File: src/rtl/mcr_params.svh
/*
 * Offsets, field positions, reset values and widths for the
 * miscellaneous control register block.
 * Assumes it is included by its bare name from the package and the modules.
 */
`ifndef MCR_PARAMS_SVH
`define MCR_PARAMS_SVH

`define MCR_MISC_CONTROL_RESET    8'h39
`define MCR_BIT_PLACEMENT         7
`define MCR_BIT_HOTPLUG_GATE      6
`define MCR_BIT_ADAPTIVE_EQ       5
`define MCR_BIT_RX_EQ_ON          4
`define MCR_BIT_AUX_BRIDGE        3
`define MCR_BIT_COMMIT            2
`define MCR_FUNC_HI               1
`define MCR_FUNC_LO               0
`define MCR_COMMIT_READ_MASK      8'hFB
`define MCR_SLEW_W                2
`define MCR_TERM_W                2
`define MCR_DEEMPH_W              2
`define MCR_SWING_W               6
`define MCR_EQ_LEVEL_W            4
`define MCR_SYNC_STAGES           3
`define MCR_PIN_COUNT             3
`define MCR_PIN_CFG_SEL           0
`define MCR_PIN_HOTPLUG           1
`define MCR_PIN_OUT_EN            2

`endif

File: src/rtl/mcr_pkg.sv
/*
 * Types shared by the miscellaneous control register block.
 * Assumes mcr_params.svh is on the include path.
 */
`include "mcr_params.svh"

package mcr_pkg;

   typedef enum logic [1:0]
   {
      MCR_MODE_REDRIVER,
      MCR_MODE_AUTO_CROSSOVER,
      MCR_MODE_AUTO_HIRATE,
      MCR_MODE_RETIMER
   } mcr_lane_mode_t;

endpackage
File: src/rtl/mcr_misc_control.sv
/*
 * Miscellaneous control register of a video-link retimer, with staged
 * lane settings, hot-plug gating and lane function selection.
 * Assumes the host-bus engine delivers whole-byte writes as a one-cycle
 * strobe and samples the read data continuously; pins are asynchronous.
 */
// What this block does
// - Bit 7 picks source or sink centering
// - Bit 6 blocks sink hot-plug forwarding
// - Bit 5 picks fixed or adaptive equalization
// - Adaptive select writes dropped when config pin low
// - Bit 4 enables the receive equalizer
// - Bit 3 enables the auxiliary bridge
// - Writing bit 2 commits staged lane settings
// - Lane settings stay staged until commit or power down
// - Mode 00 is redriver over full range
// - Mode 01 crosses over at 1 Gbps
// - Mode 10 is automatic retimer, high-rate link
// - Mode 11 is retimer over full range
`timescale 1ns/1ps
`default_nettype none
`include "mcr_params.svh"

module mcr_misc_control
   import mcr_pkg::*;
#(
   parameter int SWING_W    = `MCR_SWING_W,
   parameter int EQ_LEVEL_W = `MCR_EQ_LEVEL_W
)
(
   input  wire logic                    clk_i,
   input  wire logic                    reset_n_i,
   input  wire logic                    reg_wr_i,
   input  wire logic [7:0]              reg_wdata_i,
   output var  logic [7:0]              reg_rdata_o,
   input  wire logic                    host_cfg_sel_i,
   input  wire logic                    sink_hotplug_in_i,
   input  wire logic                    output_enable_i,
   input  wire logic                    rate_above_crossover_i,
   input  wire logic                    clock_ratio_flag_i,
   input  wire logic [`MCR_SLEW_W-1:0]   staged_slew_i,
   input  wire logic [`MCR_TERM_W-1:0]   staged_term_i,
   input  wire logic [`MCR_DEEMPH_W-1:0] staged_deemph_i,
   input  wire logic [SWING_W-1:0]      staged_swing_i,
   input  wire logic [EQ_LEVEL_W-1:0]   staged_eq_level_i,
   output var  logic [`MCR_SLEW_W-1:0]   lane_slew_o,
   output var  logic [`MCR_TERM_W-1:0]   lane_term_o,
   output var  logic [`MCR_DEEMPH_W-1:0] lane_deemph_o,
   output var  logic [SWING_W-1:0]      lane_swing_o,
   output var  logic [EQ_LEVEL_W-1:0]   lane_eq_level_o,
   output var  logic                    rx_equalizer_on_o,
   output var  logic                    adaptive_eq_select_o,
   output var  logic                    eq_center_high_o,
   output var  logic                    aux_bridge_on_o,
   output var  logic                    source_hotplug_out_o,
   output var  logic                    power_down_on_o,
   output var  logic                    retimer_on_o
);

   if (SWING_W < 1 || EQ_LEVEL_W < 1)
   begin : g_check
      $error("mcr_misc_control: field widths must be at least one bit");
   end

   // Register reset value, so single reset bits can be picked out of it
   localparam logic [7:0] MISC_RESET = `MCR_MISC_CONTROL_RESET;

   logic [7:0]                 misc_control;
   logic                       commit_pending;
   logic [`MCR_PIN_COUNT-1:0]  pin_raw;
   logic [`MCR_PIN_COUNT-1:0]  pin_sync;

   wire                        cfg_sel;
   wire                        hotplug_in;
   wire                        out_en;
   wire                        power_down;
   wire                        apply_now;
   wire                        next_adaptive;
   wire [7:0]                  next_misc_control;
   wire                        next_retimer;
   mcr_lane_mode_t             lane_mode;

   assign pin_raw[`MCR_PIN_CFG_SEL] = host_cfg_sel_i;
   assign pin_raw[`MCR_PIN_HOTPLUG] = sink_hotplug_in_i;
   assign pin_raw[`MCR_PIN_OUT_EN]  = output_enable_i;

   // Pin synchronisers
   for (genvar g = 0; g < `MCR_PIN_COUNT; g++)
   begin : g_sync
      mcr_pin_sync #(
         .RESET_VAL (1'b0)
      ) u_sync (
         .clk_i     (clk_i),
         .reset_n_i (reset_n_i),
         .pin_i     (pin_raw[g]),
         .level_o   (pin_sync[g])
      );
   end

   assign cfg_sel    = pin_sync[`MCR_PIN_CFG_SEL];
   assign hotplug_in = pin_sync[`MCR_PIN_HOTPLUG];
   assign out_en     = pin_sync[`MCR_PIN_OUT_EN];

   // Power down while output enable or sink hot-plug is low
   assign power_down = !out_en || !hotplug_in;

   // Adaptive select keeps its value unless host configuration is selected
   assign next_adaptive = cfg_sel ? reg_wdata_i[`MCR_BIT_ADAPTIVE_EQ]
                                  : misc_control[`MCR_BIT_ADAPTIVE_EQ];

   // Commit bit is never stored, so it reads as zero
   assign next_misc_control = {reg_wdata_i[7:6], next_adaptive, reg_wdata_i[4:3],
                               1'b0, reg_wdata_i[1:0]};

   // Staged values reach the lanes on commit or during power down
   assign apply_now = commit_pending || power_down;

   assign lane_mode = mcr_lane_mode_t'(misc_control[`MCR_FUNC_HI:`MCR_FUNC_LO]);

   function automatic logic retimer_for(mcr_lane_mode_t mode, logic above, logic hirate);
      logic r;
      r = 1'b0;
      unique case (mode)
         MCR_MODE_REDRIVER:       r = 1'b0;
         MCR_MODE_AUTO_CROSSOVER: r = above;
         MCR_MODE_AUTO_HIRATE:    r = above || hirate;
         MCR_MODE_RETIMER:        r = 1'b1;
      endcase
      return r;
   endfunction

   assign next_retimer = retimer_for(lane_mode, rate_above_crossover_i, clock_ratio_flag_i);

   // Register and commit strobe
   always_ff @(posedge clk_i)
   begin
      if (!reset_n_i)
      begin
         misc_control   <= `MCR_MISC_CONTROL_RESET;
         commit_pending <= 1'b0;
      end
      else
      begin
         commit_pending <= reg_wr_i && reg_wdata_i[`MCR_BIT_COMMIT];
         if (reg_wr_i)
         begin
            misc_control <= next_misc_control;
         end
      end
   end

   // Applied lane settings
   always_ff @(posedge clk_i)
   begin
      if (!reset_n_i)
      begin
         lane_slew_o          <= '0;
         lane_term_o          <= '0;
         lane_deemph_o        <= '0;
         lane_swing_o         <= '0;
         lane_eq_level_o      <= '0;
         rx_equalizer_on_o    <= MISC_RESET[`MCR_BIT_RX_EQ_ON];
         adaptive_eq_select_o <= MISC_RESET[`MCR_BIT_ADAPTIVE_EQ];
      end
      else if (apply_now)
      begin
         lane_slew_o          <= staged_slew_i;
         lane_term_o          <= staged_term_i;
         lane_deemph_o        <= staged_deemph_i;
         lane_swing_o         <= staged_swing_i;
         lane_eq_level_o      <= staged_eq_level_i;
         rx_equalizer_on_o    <= misc_control[`MCR_BIT_RX_EQ_ON];
         adaptive_eq_select_o <= misc_control[`MCR_BIT_ADAPTIVE_EQ];
      end
   end

   // Direct controls and status
   always_ff @(posedge clk_i)
   begin
      if (!reset_n_i)
      begin
         reg_rdata_o          <= `MCR_MISC_CONTROL_RESET;
         eq_center_high_o     <= MISC_RESET[`MCR_BIT_PLACEMENT];
         aux_bridge_on_o      <= MISC_RESET[`MCR_BIT_AUX_BRIDGE];
         source_hotplug_out_o <= 1'b0;
         power_down_on_o      <= 1'b1;
         retimer_on_o         <= 1'b0;
      end
      else
      begin
         reg_rdata_o          <= misc_control & `MCR_COMMIT_READ_MASK;
         eq_center_high_o     <= misc_control[`MCR_BIT_PLACEMENT];
         aux_bridge_on_o      <= misc_control[`MCR_BIT_AUX_BRIDGE];
         source_hotplug_out_o <= hotplug_in &&
                                 !misc_control[`MCR_BIT_HOTPLUG_GATE];
         power_down_on_o      <= power_down;
         retimer_on_o         <= next_retimer;
      end
   end
endmodule

`default_nettype wire

File: src/rtl/mcr_pin_sync.sv
/*
 * Three-stage synchroniser for one pin; the output changes once the
 * second and third stages agree.
 * Assumes clk_i is the block clock and reset_n_i a synchronous reset.
 */
`timescale 1ns/1ps
`default_nettype none
`include "mcr_params.svh"

module mcr_pin_sync
#(
   parameter logic RESET_VAL = 1'b0
)
(
   input  wire logic clk_i,
   input  wire logic reset_n_i,
   input  wire logic pin_i,
   output var  logic level_o
);

   logic [`MCR_SYNC_STAGES-1:0] stage;
   wire                         agree;

   assign agree = (stage[1] == stage[2]);

   always_ff @(posedge clk_i)
   begin
      if (!reset_n_i)
      begin
         stage   <= {`MCR_SYNC_STAGES{RESET_VAL}};
         level_o <= RESET_VAL;
      end
      else
      begin
         stage <= {stage[1:0], pin_i};
         if (agree)
         begin
            level_o <= stage[2];
         end
      end
   end

endmodule

`default_nettype wire

File: config.mk
export PLATFORM = sky130hd
export DESIGN_NAME = mcr_misc_control
export DESIGN_NICKNAME = d
export VERILOG_FILES = /design/src/rtl/mcr_pkg.sv /design/src/rtl/mcr_misc_control.sv /design/src/rtl/mcr_pin_sync.sv
export VERILOG_INCLUDE_DIRS = /design/src /design/src/rtl
export SDC_FILE = /design/constraint.sdc
export NUM_CORES = 1
export LEC_CHECK = 0
export BUFFER_PORTS_ARGS = -buffer_cell sky130_fd_sc_hd__buf_2
export CORE_MARGIN = 1.5
export CORE_UTILIZATION = 30
export CTS_CLUSTER_DIAMETER = 120
export DETAILED_ROUTE_END_ITERATION = 6
export PLACE_DENSITY = 0.63
export SLEW_MARGIN = 20
export SYNTH_ARGS = -nofsm -noshare
export SYNTH_HDL_FRONTEND = slang
export SYNTH_SLANG_ARGS = --single-unit
File: constraint.sdc
create_clock -name clk_i -period 2.33 [get_ports clk_i]
set_input_delay 0.3495 -clock clk_i [delete_from_list [all_inputs] [get_ports clk_i]]
set_output_delay 0.3495 -clock clk_i [all_outputs]
set_load 0.05 [all_outputs]
Word-level counts from Yosys, hierarchy flattened
Index checks and enable logic that the tools add are counted.
{"block": "word_totals", "in_bits": 32, "word_cells": 40, "output_inout_bits": 31, "regBits": 51}
{"block": "op_classes", "mux": 1, "reduce_logical": 10, "n_eq_ne": 6}
{"cell": "2-bit == test, second input constant", "n": 2}
{"cell": "1-bit case mux with 4 select lines", "n": 1}
{"cell": "1-bit == test", "n": 3}
{"cell": "1-bit zero test", "n": 3}
{"cell": "1-bit logical OR", "n": 3}
{"cell": "2-bit by 1-bit == test with 1-bit output, second input constant", "n": 1}
{"cell": "1-bit logical AND", "n": 2}
{"cell": "2-bit zero test", "n": 1}
{"cell": "2-bit AND reduction", "n": 1}

Logic depth before layout (Yosys ltp)
Gate-level depths: netlist (run 1).
{"block": "logic_depth", "ltp_word": 3, "depth_mapped": 4, "mapped_depth_nobuf": 2}

Modules after synthesis
Synthesis (run 1) repeated with hierarchy kept, for this count alone.
{"block": "unflattened", "hier_cells": 161, "hier_area_um2": 1680.4}
{"mod": "mcr_misc_control", "area_per_inst_um2": 1331.3, "seq_area_each_um2": 720.7, "cells_each": 131, "instances": 1}
{"mod": "mcr_pin_sync", "area_per_inst_um2": 116.4, "seq_area_each_um2": 80.1, "cells_each": 10, "instances": 3}

Worst setup path after synthesis (run 1)
Ideal clock, no wire load.
{"block": "synth_timing", "kind": "register to output", "startpoint": "register reg_rdata_o[3]", "endpoint": "output reg_rdata_o[3]", "path_buffers": 1, "setup_slack_ps": 1086, "arrival_ps": 894, "path_stages_with_launch": 2, "required_ps": 1980, "cell_sequence": "dfxtp_1 > buf_4"}
{"element": "from (decl)", "line": "mcr_misc_control.sv:35", "rtl": "output var logic [7:0] reg_rdata_o,"}
{"element": "from (signal assigned)", "line": "mcr_misc_control.sv:182", "rtl": "reg_rdata_o <= `MCR_MISC_CONTROL_RESET;"}
{"element": "from (signal assigned)", "line": "mcr_misc_control.sv:191", "rtl": "reg_rdata_o <= misc_control & `MCR_COMMIT_READ_MASK;"}
No word-level cell between the ends.

Worst setup path after layout (run 1)
{"block": "layout_timing", "startpoint": "register g_sync[1].u_sync.level_o", "endpoint": "register lane_slew_o[1]"}
{"block": "layout_between", "elab_chain_len": 3}
{"element": "from (decl)", "line": "mcr_pin_sync.sv:18", "rtl": "output var logic level_o"}
{"element": "from (signal assigned)", "line": "mcr_pin_sync.sv:38", "rtl": "level_o <= stage[2];"}
{"element": "1-bit zero test", "line": "mcr_misc_control.sv:105", "rtl": "assign power_down = !out_en || !hotplug_in;"}
{"element": "1-bit logical OR", "line": "mcr_misc_control.sv:105"}
{"element": "1-bit logical OR", "line": "mcr_misc_control.sv:116", "rtl": "assign apply_now = commit_pending || power_down;"}
{"element": "to (signal assigned)", "line": "mcr_misc_control.sv:167", "rtl": "lane_slew_o <= staged_slew_i;"}
{"element": "to (decl)", "line": "mcr_misc_control.sv:46", "rtl": "output var logic [`MCR_SLEW_W-1:0] lane_slew_o,"}
No other way between the ends.
A chain may end at the register's enable or synchronous reset.

==> metrics.md, run 1 <==
| Metric | Value |
|---|---|
| Yosys Warn Count | 0 |
| Top-area cell type share of the netlist area | 57.4% |
| Adder-Cell Fraction of Synth Area | 0% |
| Final Critical Period | 1.33 ns |
| Critical Path Source Type | flip-flop |
| Share of layout cells above drive strength 1 | 33.3% |
| Setup tns final | 0 ns |
| Number of hold buffers added after cts | 0 |
| Reg2reg path depth | 3 |
| EDFF count, synth | 0 |
| Sw Ratio | 25.0% |
| Drt first pass iters | 4 |
| GR Layer Usage met1 | 13.4% |
| P_leak | 0.939 nW |
| Synth Area in Compound Gates | 4.18% |
| Hold Fails Final Rpt | 0 |
| Final HPWL from detailed placement | 2160 um |
| GR peak layer | met2 |
| Synth Area in XOR/XNOR | 0% |
| Global-route wire length before repair | 5050 um |
| Pint | 1.18 mW |
| Row cnt | 27 |
| Chip width | 77.7 um |
| Initial DRC count | 58 |
| Req. time, crit path | 2.55 ns |
| Final WL | 2990 um |
| Via count | 1,197 |
| Final period util | 57.0% |
| TritonCTS buffer count | 5 |
| Initial antenna violation count | 0 |
| Hold Path Depth | 2 |
| Flop pwr share | 55.3% |
| Worst Hold Slack | 0.257 ns |
| Worst EP arrival | 1.55 ns |
| Mux contribution to synthesized area | 14.1% |
| Max clock buf depth | 2 |
| N_diodes | 0 |
| Met3 Use GR | 5.65% |
| Pwr Density | 746 nW/um^2 |
| Critical-path cell list | and3b_1, buf_4, mux2i_1 |
| Setup WS post-layout | 1.00 ns |
| Final instance area | 2100 sq um |
| Die Span Y | 77.7 um |
| Reg2Reg Setup Slack | 1.00 ns |
| Total GRT Usage | 10.9% |
| Largest net degree at the start of global routing | 27 |
| GR met2 Demand/Resource | 16.2% |
| Library cells used by synthesis | 23 |
| Hold_sp | host_cfg_sel_i |
| Worst-path clk slew | 0.08 ns |
| Port bufs | 61 |
| Placer Congestion | 0.640 |
| Sequential area share after synthesis | 57.4% |
| IO Pins | 63 |
| Max VDD drop | 0.206 mV |
| Final #Nets | 254 |
| Area delta synth->final | 25.6% |
| CP peak stage delay | 0.38 ns |
| Cell taking the most area after synthesis | dfxtp_1 |
| Syn avg cell area | 10.3 sq um |
| Post-Syn Area | 1680 sq um |
| Die area | 6040 sq um |
| Final Skew | 0.00511 ns |
| Filler cells | 579 |
| Min-Delay Endpoint | g_sync[0].u_sync.stage[0] |
| Max Cap Violations | 0 |
| Clk Latency, worst-skew pair | 0.29 ns |
| Reg-to-Reg End | lane_slew_o[1] |
| Maximum clock frequency | 0.753 GHz |
| Synth top area cells | dfxtp_1, mux2i_1, nand2_1 |
| CTS sink cnt | 48 |
| Critical Path End Type | flip-flop |
| Final routed DRC violation total | 0 |
| Htree depth | 2 |
| Comb pwr share | 12.0% |
| Pre-CTS worst setup slack | 1.01 ns |
| Setup bufs post-CTS | 0 |
| Post-place instance area | 2010 sq um |
| Starting Density | 30.8% |
| Net switching power | 0.392 mW |
| CTS root buf | clkbuf_8 |
| Mapped Nets | 195 |
| Worst hold path type | in -> reg |
| Top_reg_cell synth | dfxtp_1 |
| Fraction of the mapped netlist area in simple logic gates | 18.4% |
| Critical path peak fanout | 14 |
| DR vias/cell | 4.07 |
| Async SR Flop Fraction | 0% |
| CP max stage cell | dfxtp_1 |
| Wire per inst | 10.2 um |
| Vias in the first global route | 1,118 |
| Post-CTS sizing | 0 |
| Final antenna-violating net count | 0 |
| Core box area | 5440 sq um |
| Clock share of power | 32.7% |
| Endpoints failing setup | 0 |
| CTS tree | built |
| Worst r2r src | g_sync[1].u_sync.level_o |
| Unrepaired setup endpoints after global routing | no |
| WS Path Type | reg -> reg |
| Synthesis-stage register bit count | 48 |
| Post-Synthesis Cells | 163 |
| Max Slew Vio Count | 0 |
| Status | finished clean |
| Grt total ovfl | 0 |
| Main combinational cell family by area after synthesis | simple AND/OR/NAND/NOR gates |
power by group through the flow:
stage	Combinational [mW]	Sequential, mW	Clock, mW
finish	0.189	0.868	0.514
global placement	0.190	0.888	0
detailed placement	0.191	0.888	0
CTS	0.192	0.869	0.537
global route	0.205	0.873	0.581
floorplan	0.0649	0.959	0
kinds of logic (layout without fill, tap and decap cells):
group	after synthesis	count (layout)
buffers and inverters	14	73
AO/OA/AOI/OAI	12	12
multiplexers	23	23
AND/OR/NAND/NOR	65	65
flip-flops	48	48
other	1	1
layout make-up:
type | instances | area (sq um) | area share, %
Multi-Input combinational cell | 101 | 618 | 29.4
Timing Repair Buffer | 65 | 335 | 15.9
Inverter | 1 | 3.75 | 0.178
Sequential cell | 48 | 961 | 45.7
Clock buffer | 7 | 96.3 | 4.58
Tap cell | 72 | 90.1 | 4.28
cells in the mapped netlist, types with 2 or more instances:
library cell	instances
nor2b_1	3
dfxtp_1	48
and2_1	12
mux2i_1	21
nand2b_1	5
nand2_1	40
o21ai_0	6
a21oi_1	2
buf_4	3
and3b_1	2
buf_2	7
a21boi_0	3
cells in the final DEF, fill, tap and decap left out, drive strengths merged:
master / instances
a21boi: 3
a21oi: 2
and2: 12
and3: 1
and3b: 2
buf: 65
clkbuf: 7
conb: 1
dfxtp: 48
inv: 1
mux2: 2
mux2i: 21
nand2: 40
nand2b: 5
nand3: 1
nor2: 1
nor2b: 3
o211ai: 1
o21ai: 6
routing by layer:
metal	vias to the layer above	part of all wire, %	routed length, um
li1	633	-	-
met2	38	43	1290
met3	5	9.0	268
met1	521	46	1390
met5	-	0	0
met4	0	1.3	40
how the worst max path moves through the flow:
stage                                        start                 end  cells past startpoint
after detailed placement  g_sync[1].u_sync.level_o      lane_slew_o[1]                      3
after floorplan                     reg_rdata_o[3]      reg_rdata_o[3]                      1
after CTS                 g_sync[1].u_sync.level_o      lane_slew_o[1]                      3
after global placement    g_sync[1].u_sync.level_o  lane_eq_level_o[0]                      3
final                     g_sync[1].u_sync.level_o      lane_slew_o[1]                      3
after global routing      g_sync[2].u_sync.level_o     lane_swing_o[4]                      3
flip-flops by register name, summed over array words and instances (netlist names), 2 cells and up:
name                   count
g_sync.u_sync.stage        9
misc_control               7
reg_rdata_o                7
lane_swing_o               6
lane_eq_level_o            4
g_sync.u_sync.level_o      3
lane_deemph_o              2
lane_slew_o                2
lane_term_o                2
per-stage QoR:
stage	power (mW)	instances	utilization (%)
4_1_cts	1.60	294	38.7
3_3_place_gp	1.08	287	36.9
2_1_floorplan	1.02	163	-
6_report	1.57	294	38.7
3_5_place_dp	1.08	287	36.9
5_1_grt	1.66	294	38.7
critical path, delay by kind of cell, from the launching register on:
| kind | cells | cell delay, ns |
|---|---|---|
| AND/OR/NAND/NOR | 1 | 0.35 |
| flip-flops | 1 | 0.38 |
| buffers and inverters | 1 | 0.32 |
| multiplexers | 1 | 0.21 |
(Power assumes the default switching activity.)
==> run 2, diff against run 1 <==
--- a/config.mk
+++ b/config.mk
@@ -11,7 +11,7 @@
 export CORE_UTILIZATION = 30
 export CTS_CLUSTER_DIAMETER = 120
 export DETAILED_ROUTE_END_ITERATION = 6
-export PLACE_DENSITY = 0.63
+export PLACE_DENSITY = 0.65
 export SLEW_MARGIN = 20
 export SYNTH_ARGS = -nofsm -noshare
 export SYNTH_HDL_FRONTEND = slang
==> constraint.sdc (replaced) <==
create_clock -name clk_i -period 1.19 [get_ports clk_i]
set_input_delay 0.1785 -clock clk_i [delete_from_list [all_inputs] [get_ports clk_i]]
set_output_delay 0.1785 -clock clk_i [all_outputs]
set_load 0.05 [all_outputs]
==> run 2 against run 1 <==
Die area did not move. Clock power rose by 89%. Critical endpoint unchanged. Maximum frequency rose by 18%. Sequential cell count did not move. Global-route usage fell by 0.34 points. Sequential power rose by 96%. Core utilization rose by 0.46 points. Non-clock buffer count rose by 2. Critical path depth did not move. Setup slack got worse by 0.94 ns. Largest power group unchanged. Critical path type unchanged.
==> metrics.md, run 2 (synthesis results as in run 1) <==
| Metric | Value |
|---|---|
| Status | finished clean |
| Global-route wire length before repair | 5020 um (-0.67%) |
| Critical Path Source Type | flip-flop |
| Placer Congestion | 0.701 (+9.5%) |
| Number of hold buffers added after cts | 0 (unchanged) |
| Drt first pass iters | 4 (unchanged) |
| Final antenna-violating net count | 0 (unchanged) |
| Final #Nets | 256 (+0.79%) |
| Max reg flops | 9 (unchanged) |
| Grt total ovfl | 0 (unchanged) |
| CTS sink cnt | 48 (unchanged) |
| Worst-path clk slew | 0.09 ns (about the same) |
| Hold Fails Final Rpt | 0 (unchanged) |
| Max VDD drop | 0.656 mV (+220%) |
| Critical path peak fanout | 6 (-8) |
| Pre-CTS worst setup slack | -0.00151 ns (-1.01 ns) |
| Initial antenna violation count | 0 (unchanged) |
| CP max stage cell | dfxtp_1 |
| Wire per inst | 10.3 um (+1.6%) |
| Core box area | 5440 sq um (unchanged) |
| Max clock buf depth | 2 (unchanged) |
| IO Pins | 63 (unchanged) |
| Critical-path cell list | and3b_2, buf_4, mux2i_1 |
| Largest net degree at the start of global routing | 36 (+33%) |
| Die area | 6040 sq um (unchanged) |
| Endpoints failing setup | 0 (unchanged) |
| Max Cap Violations | 0 (unchanged) |
| Final Critical Period | 1.13 ns (-0.199 ns) |
| Pwr Density | 1430 nW/um^2 (+92%) |
| Chip width | 77.7 um (unchanged) |
| Area delta synth->final | 27.1% |
| Vias in the first global route | 1,127 (+0.81%) |
| Reg2Reg Setup Slack | 0.06 ns (-0.94 ns) |
| Via count | 1,264 (+5.6%) |
| Worst EP arrival | 1.35 ns (-0.20 ns) |
| Clk Latency, worst-skew pair | 0.29 ns (about the same) |
| Row cnt | 27 (unchanged) |
| CTS root buf | clkbuf_8 |
| Worst r2r src | g_sync[2].u_sync.level_o |
| Htree depth | 2 (unchanged) |
| Filler cells | 566 (-2.2%) |
| CTS tree | built |
| Unrepaired setup endpoints after global routing | no |
| Starting Density | 30.8% (unchanged) |
| Setup WS post-layout | 0.0608 ns (-0.941 ns) |
| Maximum clock frequency | 0.886 GHz (+18%) |
| Buf+Inv Stages, Crit Path | 1 (unchanged) |
| Share of layout cells above drive strength 1 | 34.7% (+1.3 points) |
| Setup crit start | g_sync[2].u_sync.level_o |
| Critical Path End Type | flip-flop |
| Final Skew | 0.00546 ns (+0.000354 ns) |
| Port bufs | 61 (unchanged) |
| Hold_sp | sink_hotplug_in_i |
| Max Slew Vio Count | 0 (unchanged) |
| Final WL | 3070 um (+2.7%) |
| Commonest non-fill, non-tap cell in the layout | buf_2 |
| Commonest cells after routing, fill and taps aside | buf_2, dfxtp_1, nand2_1, mux2i_1, and2_1 |
| Top delay family on crit path | flip-flops |
| TritonCTS buffer count | 5 (unchanged) |
| Initial DRC count | 54 (-6.9%) |
| Biggest register | g_sync.u_sync.stage |
| Req. time, crit path | 1.41 ns (-1.14 ns) |
| Worst hold path type | in -> reg |
| WS Path Type | reg -> reg |
| Die Span Y | 77.7 um (unchanged) |
| P_leak | 0.955 nW (+1.7%) |
| N_diodes | 0 (unchanged) |
| Final HPWL from detailed placement | 2250 um (+4.1%) |
| Final period util | 94.9% (+38 points) |
| Final routed DRC violation total | 0 (unchanged) |
| Total GRT Usage | 10.5% (-0.34 points) |
| CP peak stage delay | 0.38 ns (about the same) |
| Top Registers | g_sync.u_sync.stage x9, misc_control x7, reg_rdata_o x7 |
| Setup tns final | 0 ns (unchanged) |
| DR vias/cell | 4.26 (+4.5%) |
==> run 2: where the power goes <==
group | switching, mW | internal [mW] | leakage (nW) | total, mW
Clock | 0.509 | 0.464 | 0.0510 | 0.973
Sequential | 0.0272 | 1.67 | 0.396 | 1.70
Combinational | 0.254 | 0.120 | 0.509 | 0.375
==> run 2: what timing repair did <==
item | CTS | global route
setup endpoints to repair | 1 | 0
resized for setup | 1 | 0
buffers inserted | 0 | 0
==> run 2: metrics by stage <==
stage	hold slack [ns]	utilization, %	instances	total power, mW	cell area [sq um]
finish	0.0929	39.2	297	3.05	2130
CTS	0.0833	39.2	297	3.11	2130
floorplan	0.300	-	163	2.01	1680
global route	0.0765	39.2	297	3.21	2130
global placement	0.386	37.4	289	2.11	2040
detailed placement	0.393	37.4	289	2.12	2040
==> run 2: path summary, 6_finish.rpt <==
check,end,depth (start not counted)
max reg2reg,lane_slew_o[1],3
max,lane_slew_o[1],3
min reg2reg,source_hotplug_out_o,1
min,g_sync[1].u_sync.stage[0],2
==> run 2: layer usage <==
| metal | vias up | GRT usage (%) | routed length (um) |
|---|---|---|---|
| met1 | 578 | 12.2 | 1370 |
| met4 | 0 | 3.82 | 26 |
| li1 | 641 | - | - |
| met3 | 4 | 4.00 | 248 |
| met5 | - | 0 | 0 |
| met2 | 41 | 17.6 | 1420 |
==> run 2: layout make-up <==
type | instances | area, sq um | area share [%]
multi-input combinational | 101 | 619 | 29.1
tap | 72 | 90.1 | 4.23
sequential | 48 | 961 | 45.1
timing repair buffer | 67 | 363 | 17.0
inverter | 1 | 3.75 | 0.176
clock buffer | 6 | 82.6 | 3.88
clock inverter | 2 | 10.0 | 0.470
==> run 3, diff against run 2 <==
==> constraint.sdc (replaced) <==
create_clock -name clk_i -period 1.19 [get_ports clk_i]
set_input_delay 0.1785 -clock clk_i [delete_from_list [all_inputs] [get_ports clk_i]]
set_output_delay 0.1785 -clock clk_i [all_outputs]
set_load 0.1 [all_outputs]
==> run 3 against run 2 <==
Maximum frequency is 6.2% higher. First-iteration DRC count is 13% higher. Power is 11% higher. Core utilization is 8.9 points higher. Clock-buffer cell count is 2 higher. Global-route usage is 0.83 points higher. Die area stayed put. Sequential power hardly changed.
==> metrics.md, run 3 (synthesis results as in run 1) <==
| Metric | Value |
|---|---|
| Status | finished clean |
| P_leak | 1.11 nW (+16%) |
| Filler cells | 522 (-7.8%) |
| Final Critical Period | 1.06 ns (-0.0655 ns) |
| Area delta synth->final | 56.1% |
| Final #Nets | 259 (+1.2%) |
| Top Registers | g_sync.u_sync.stage x9, misc_control x7, reg_rdata_o x7 |
| Die area | 6040 sq um (unchanged) |
| Multi-input logic area | 619 sq um (unchanged) |
| Total GRT Usage | 11.4% (+0.83 points) |
| Final antenna-violating net count | 0 (unchanged) |
| Worst hold path type | in -> reg |
| Final period util | 89.4% (-5.5 points) |
| Row cnt | 27 (unchanged) |
| Max clock buf depth | 2 (unchanged) |
| CTS tree | built |
| Commonest cells after routing, fill and taps aside | nand2_1, buf_2, buf_12, dfxtp_1, mux2i_1 |
| Global-route wire length before repair | 5400 um (+7.7%) |
| Maximum clock frequency | 0.940 GHz (+6.2%) |
| Setup tns final | 0 ns (unchanged) |
| Flop pwr share | 51.1% (-4.7 points) |
| Post-CTS sizing | 0 (-1) |
| Pint | 2.41 mW (+6.6%) |
| Critical Path End Type | flip-flop |
| Sw Ratio | 28.9% (+3.0 points) |
| Req. time, crit path | 1.41 ns (about the same) |
| Placer Congestion | 0.689 (-1.7%) |
| Critical Path Source Type | flip-flop |
| IO Pins | 63 (unchanged) |
| Vias in the first global route | 1,190 (+5.6%) |
| Reg2Reg Setup Slack | 0.13 ns (+0.07 ns) |
| Biggest register | g_sync.u_sync.stage |
| CTS root buf | clkbuf_8 |
| Hold Fails Final Rpt | 0 (unchanged) |
| Pre-CTS worst setup slack | 0.0764 ns (+0.0779 ns) |
| Initial antenna violation count | 0 (unchanged) |
| Worst-path clk slew | 0.08 ns (about the same) |
| Port bufs | 61 (unchanged) |
| Setup WS post-layout | 0.126 ns (+0.0655 ns) |
| Clock share of power | 28.8% (-3.1 points) |
| Max Cap Violations | 0 (unchanged) |
| Max VDD drop | 0.597 mV (-9.0%) |
| Largest net degree at the start of global routing | 17 (-53%) |
| Critical path peak fanout | 7 (+1) |
| Commonest non-fill, non-tap cell in the layout | nand2_1 |
| CTS sink cnt | 48 (unchanged) |
| Max Slew Vio Count | 0 (unchanged) |
| Net switching power | 0.978 mW (+24%) |
| Htree depth | 2 (unchanged) |
| Final Skew | 0.00286 ns (-0.00261 ns) |
| Grt total ovfl | 0 (unchanged) |
| Share of layout cells above drive strength 1 | 43.4% (+8.8 points) |
| Max reg flops | 9 (unchanged) |
| Via count | 1,241 (-1.8%) |
| Post-place instance area | 2520 sq um (+24%) |
| Starting Density | 30.8% (unchanged) |
| Unrepaired setup endpoints after global routing | no |
| Drt first pass iters | 4 (unchanged) |
| Final HPWL from detailed placement | 2360 um (+4.9%) |
| Final WL | 3140 um (+2.1%) |
| Final routed DRC violation total | 0 (unchanged) |
| Clk Latency, worst-skew pair | 0.29 ns (about the same) |
| Core box area | 5440 sq um (unchanged) |
| Comb pwr share | 20.1% (+7.8 points) |
| Die Span Y | 77.7 um (unchanged) |
| WS Path Type | reg -> reg |
| Endpoints failing setup | 0 (unchanged) |
| TritonCTS buffer count | 5 (unchanged) |
| Worst EP arrival | 1.29 ns (-0.06 ns) |
| Number of hold buffers added after cts | 0 (unchanged) |
| Setup bufs post-CTS | 0 (unchanged) |
| Total power after layout | 3.38 mW (+11%) |
| Reg area | 988 sq um (+2.9%) |
| DR vias/cell | 4.14 (-2.8%) |
| Chip width | 77.7 um (unchanged) |
| Final instance area | 2620 sq um (+23%) |
| Pwr Density | 1290 nW/um^2 (-9.6%) |
| N_diodes | 0 (unchanged) |
| Wire per inst | 10.5 um (+1.1%) |
| Worst Hold Slack | 0.0786 ns (-0.0144 ns) |
| Initial DRC count | 61 (+13%) |
[run 3: cell count changes in the layout (fill, tap and decap cells not counted)]
cell      change
buf_2        -30
buf_12       +29
dfxtp_1      -20
dfxtp_2      +19
buf_4         +4
clkbuf_1      +2
clkinv_2      -2
dfxtp_4       +1
[run 3: final cells by class]
| type | count | area share, % |
|---|---|---|
| sequential | 48 | 37.8 |
| timing repair buffer | 70 | 31.5 |
| multi-input combinational | 101 | 23.7 |
| clock buffer | 8 | 3.44 |
| tap | 72 | 3.44 |
| inverter | 1 | 0.144 |
[run 3: power by group through the flow]
stage	Sequential [mW]	Combinational (mW)	Clock, mW
after floorplan	2.04	0.144	0
after global placement	1.77	0.678	0
after detailed placement	1.77	0.686	0
after CTS	1.73	0.686	1.02
after global routing	1.74	0.712	1.10
final	1.73	0.679	0.974
[run 3: path summary, 6_finish.rpt]
path,start,end,cells past startpoint
worst max-delay path,commit_pending,lane_eq_level_o[0],3
worst min register to register,misc_control[6],source_hotplug_out_o,1
worst max register to register,commit_pending,lane_eq_level_o[0],3
worst min-delay path,sink_hotplug_in_i,g_sync[1].u_sync.stage[0],2
[run 3: layer usage]
layer / vias up / GRT usage (%) / wire [um]
met2: 41 / 18.3 / 1450
li1: 647 / - / -
met1: 546 / 13.5 / 1400
met5: - / 0 / 0
met4: 0 / 5.45 / 70
met3: 7 / 3.76 / 222
[run 3: worst max-delay path, stage by stage (launching register included)]
cell and delay (ns):
dfxtp_1 0.30, and3b_2 0.29, buf_4 0.20, mux2i_1 0.20
[run 3: through the flow]
| stage | std cells | util, % |
|---|---|---|
| 2_1_floorplan | 163 | - |
| 3_3_place_gp | 292 | 46.4 |
| 3_5_place_dp | 292 | 46.4 |
| 4_1_cts | 300 | 48.1 |
| 5_1_grt | 300 | 48.1 |
| 6_report | 300 | 48.1 |
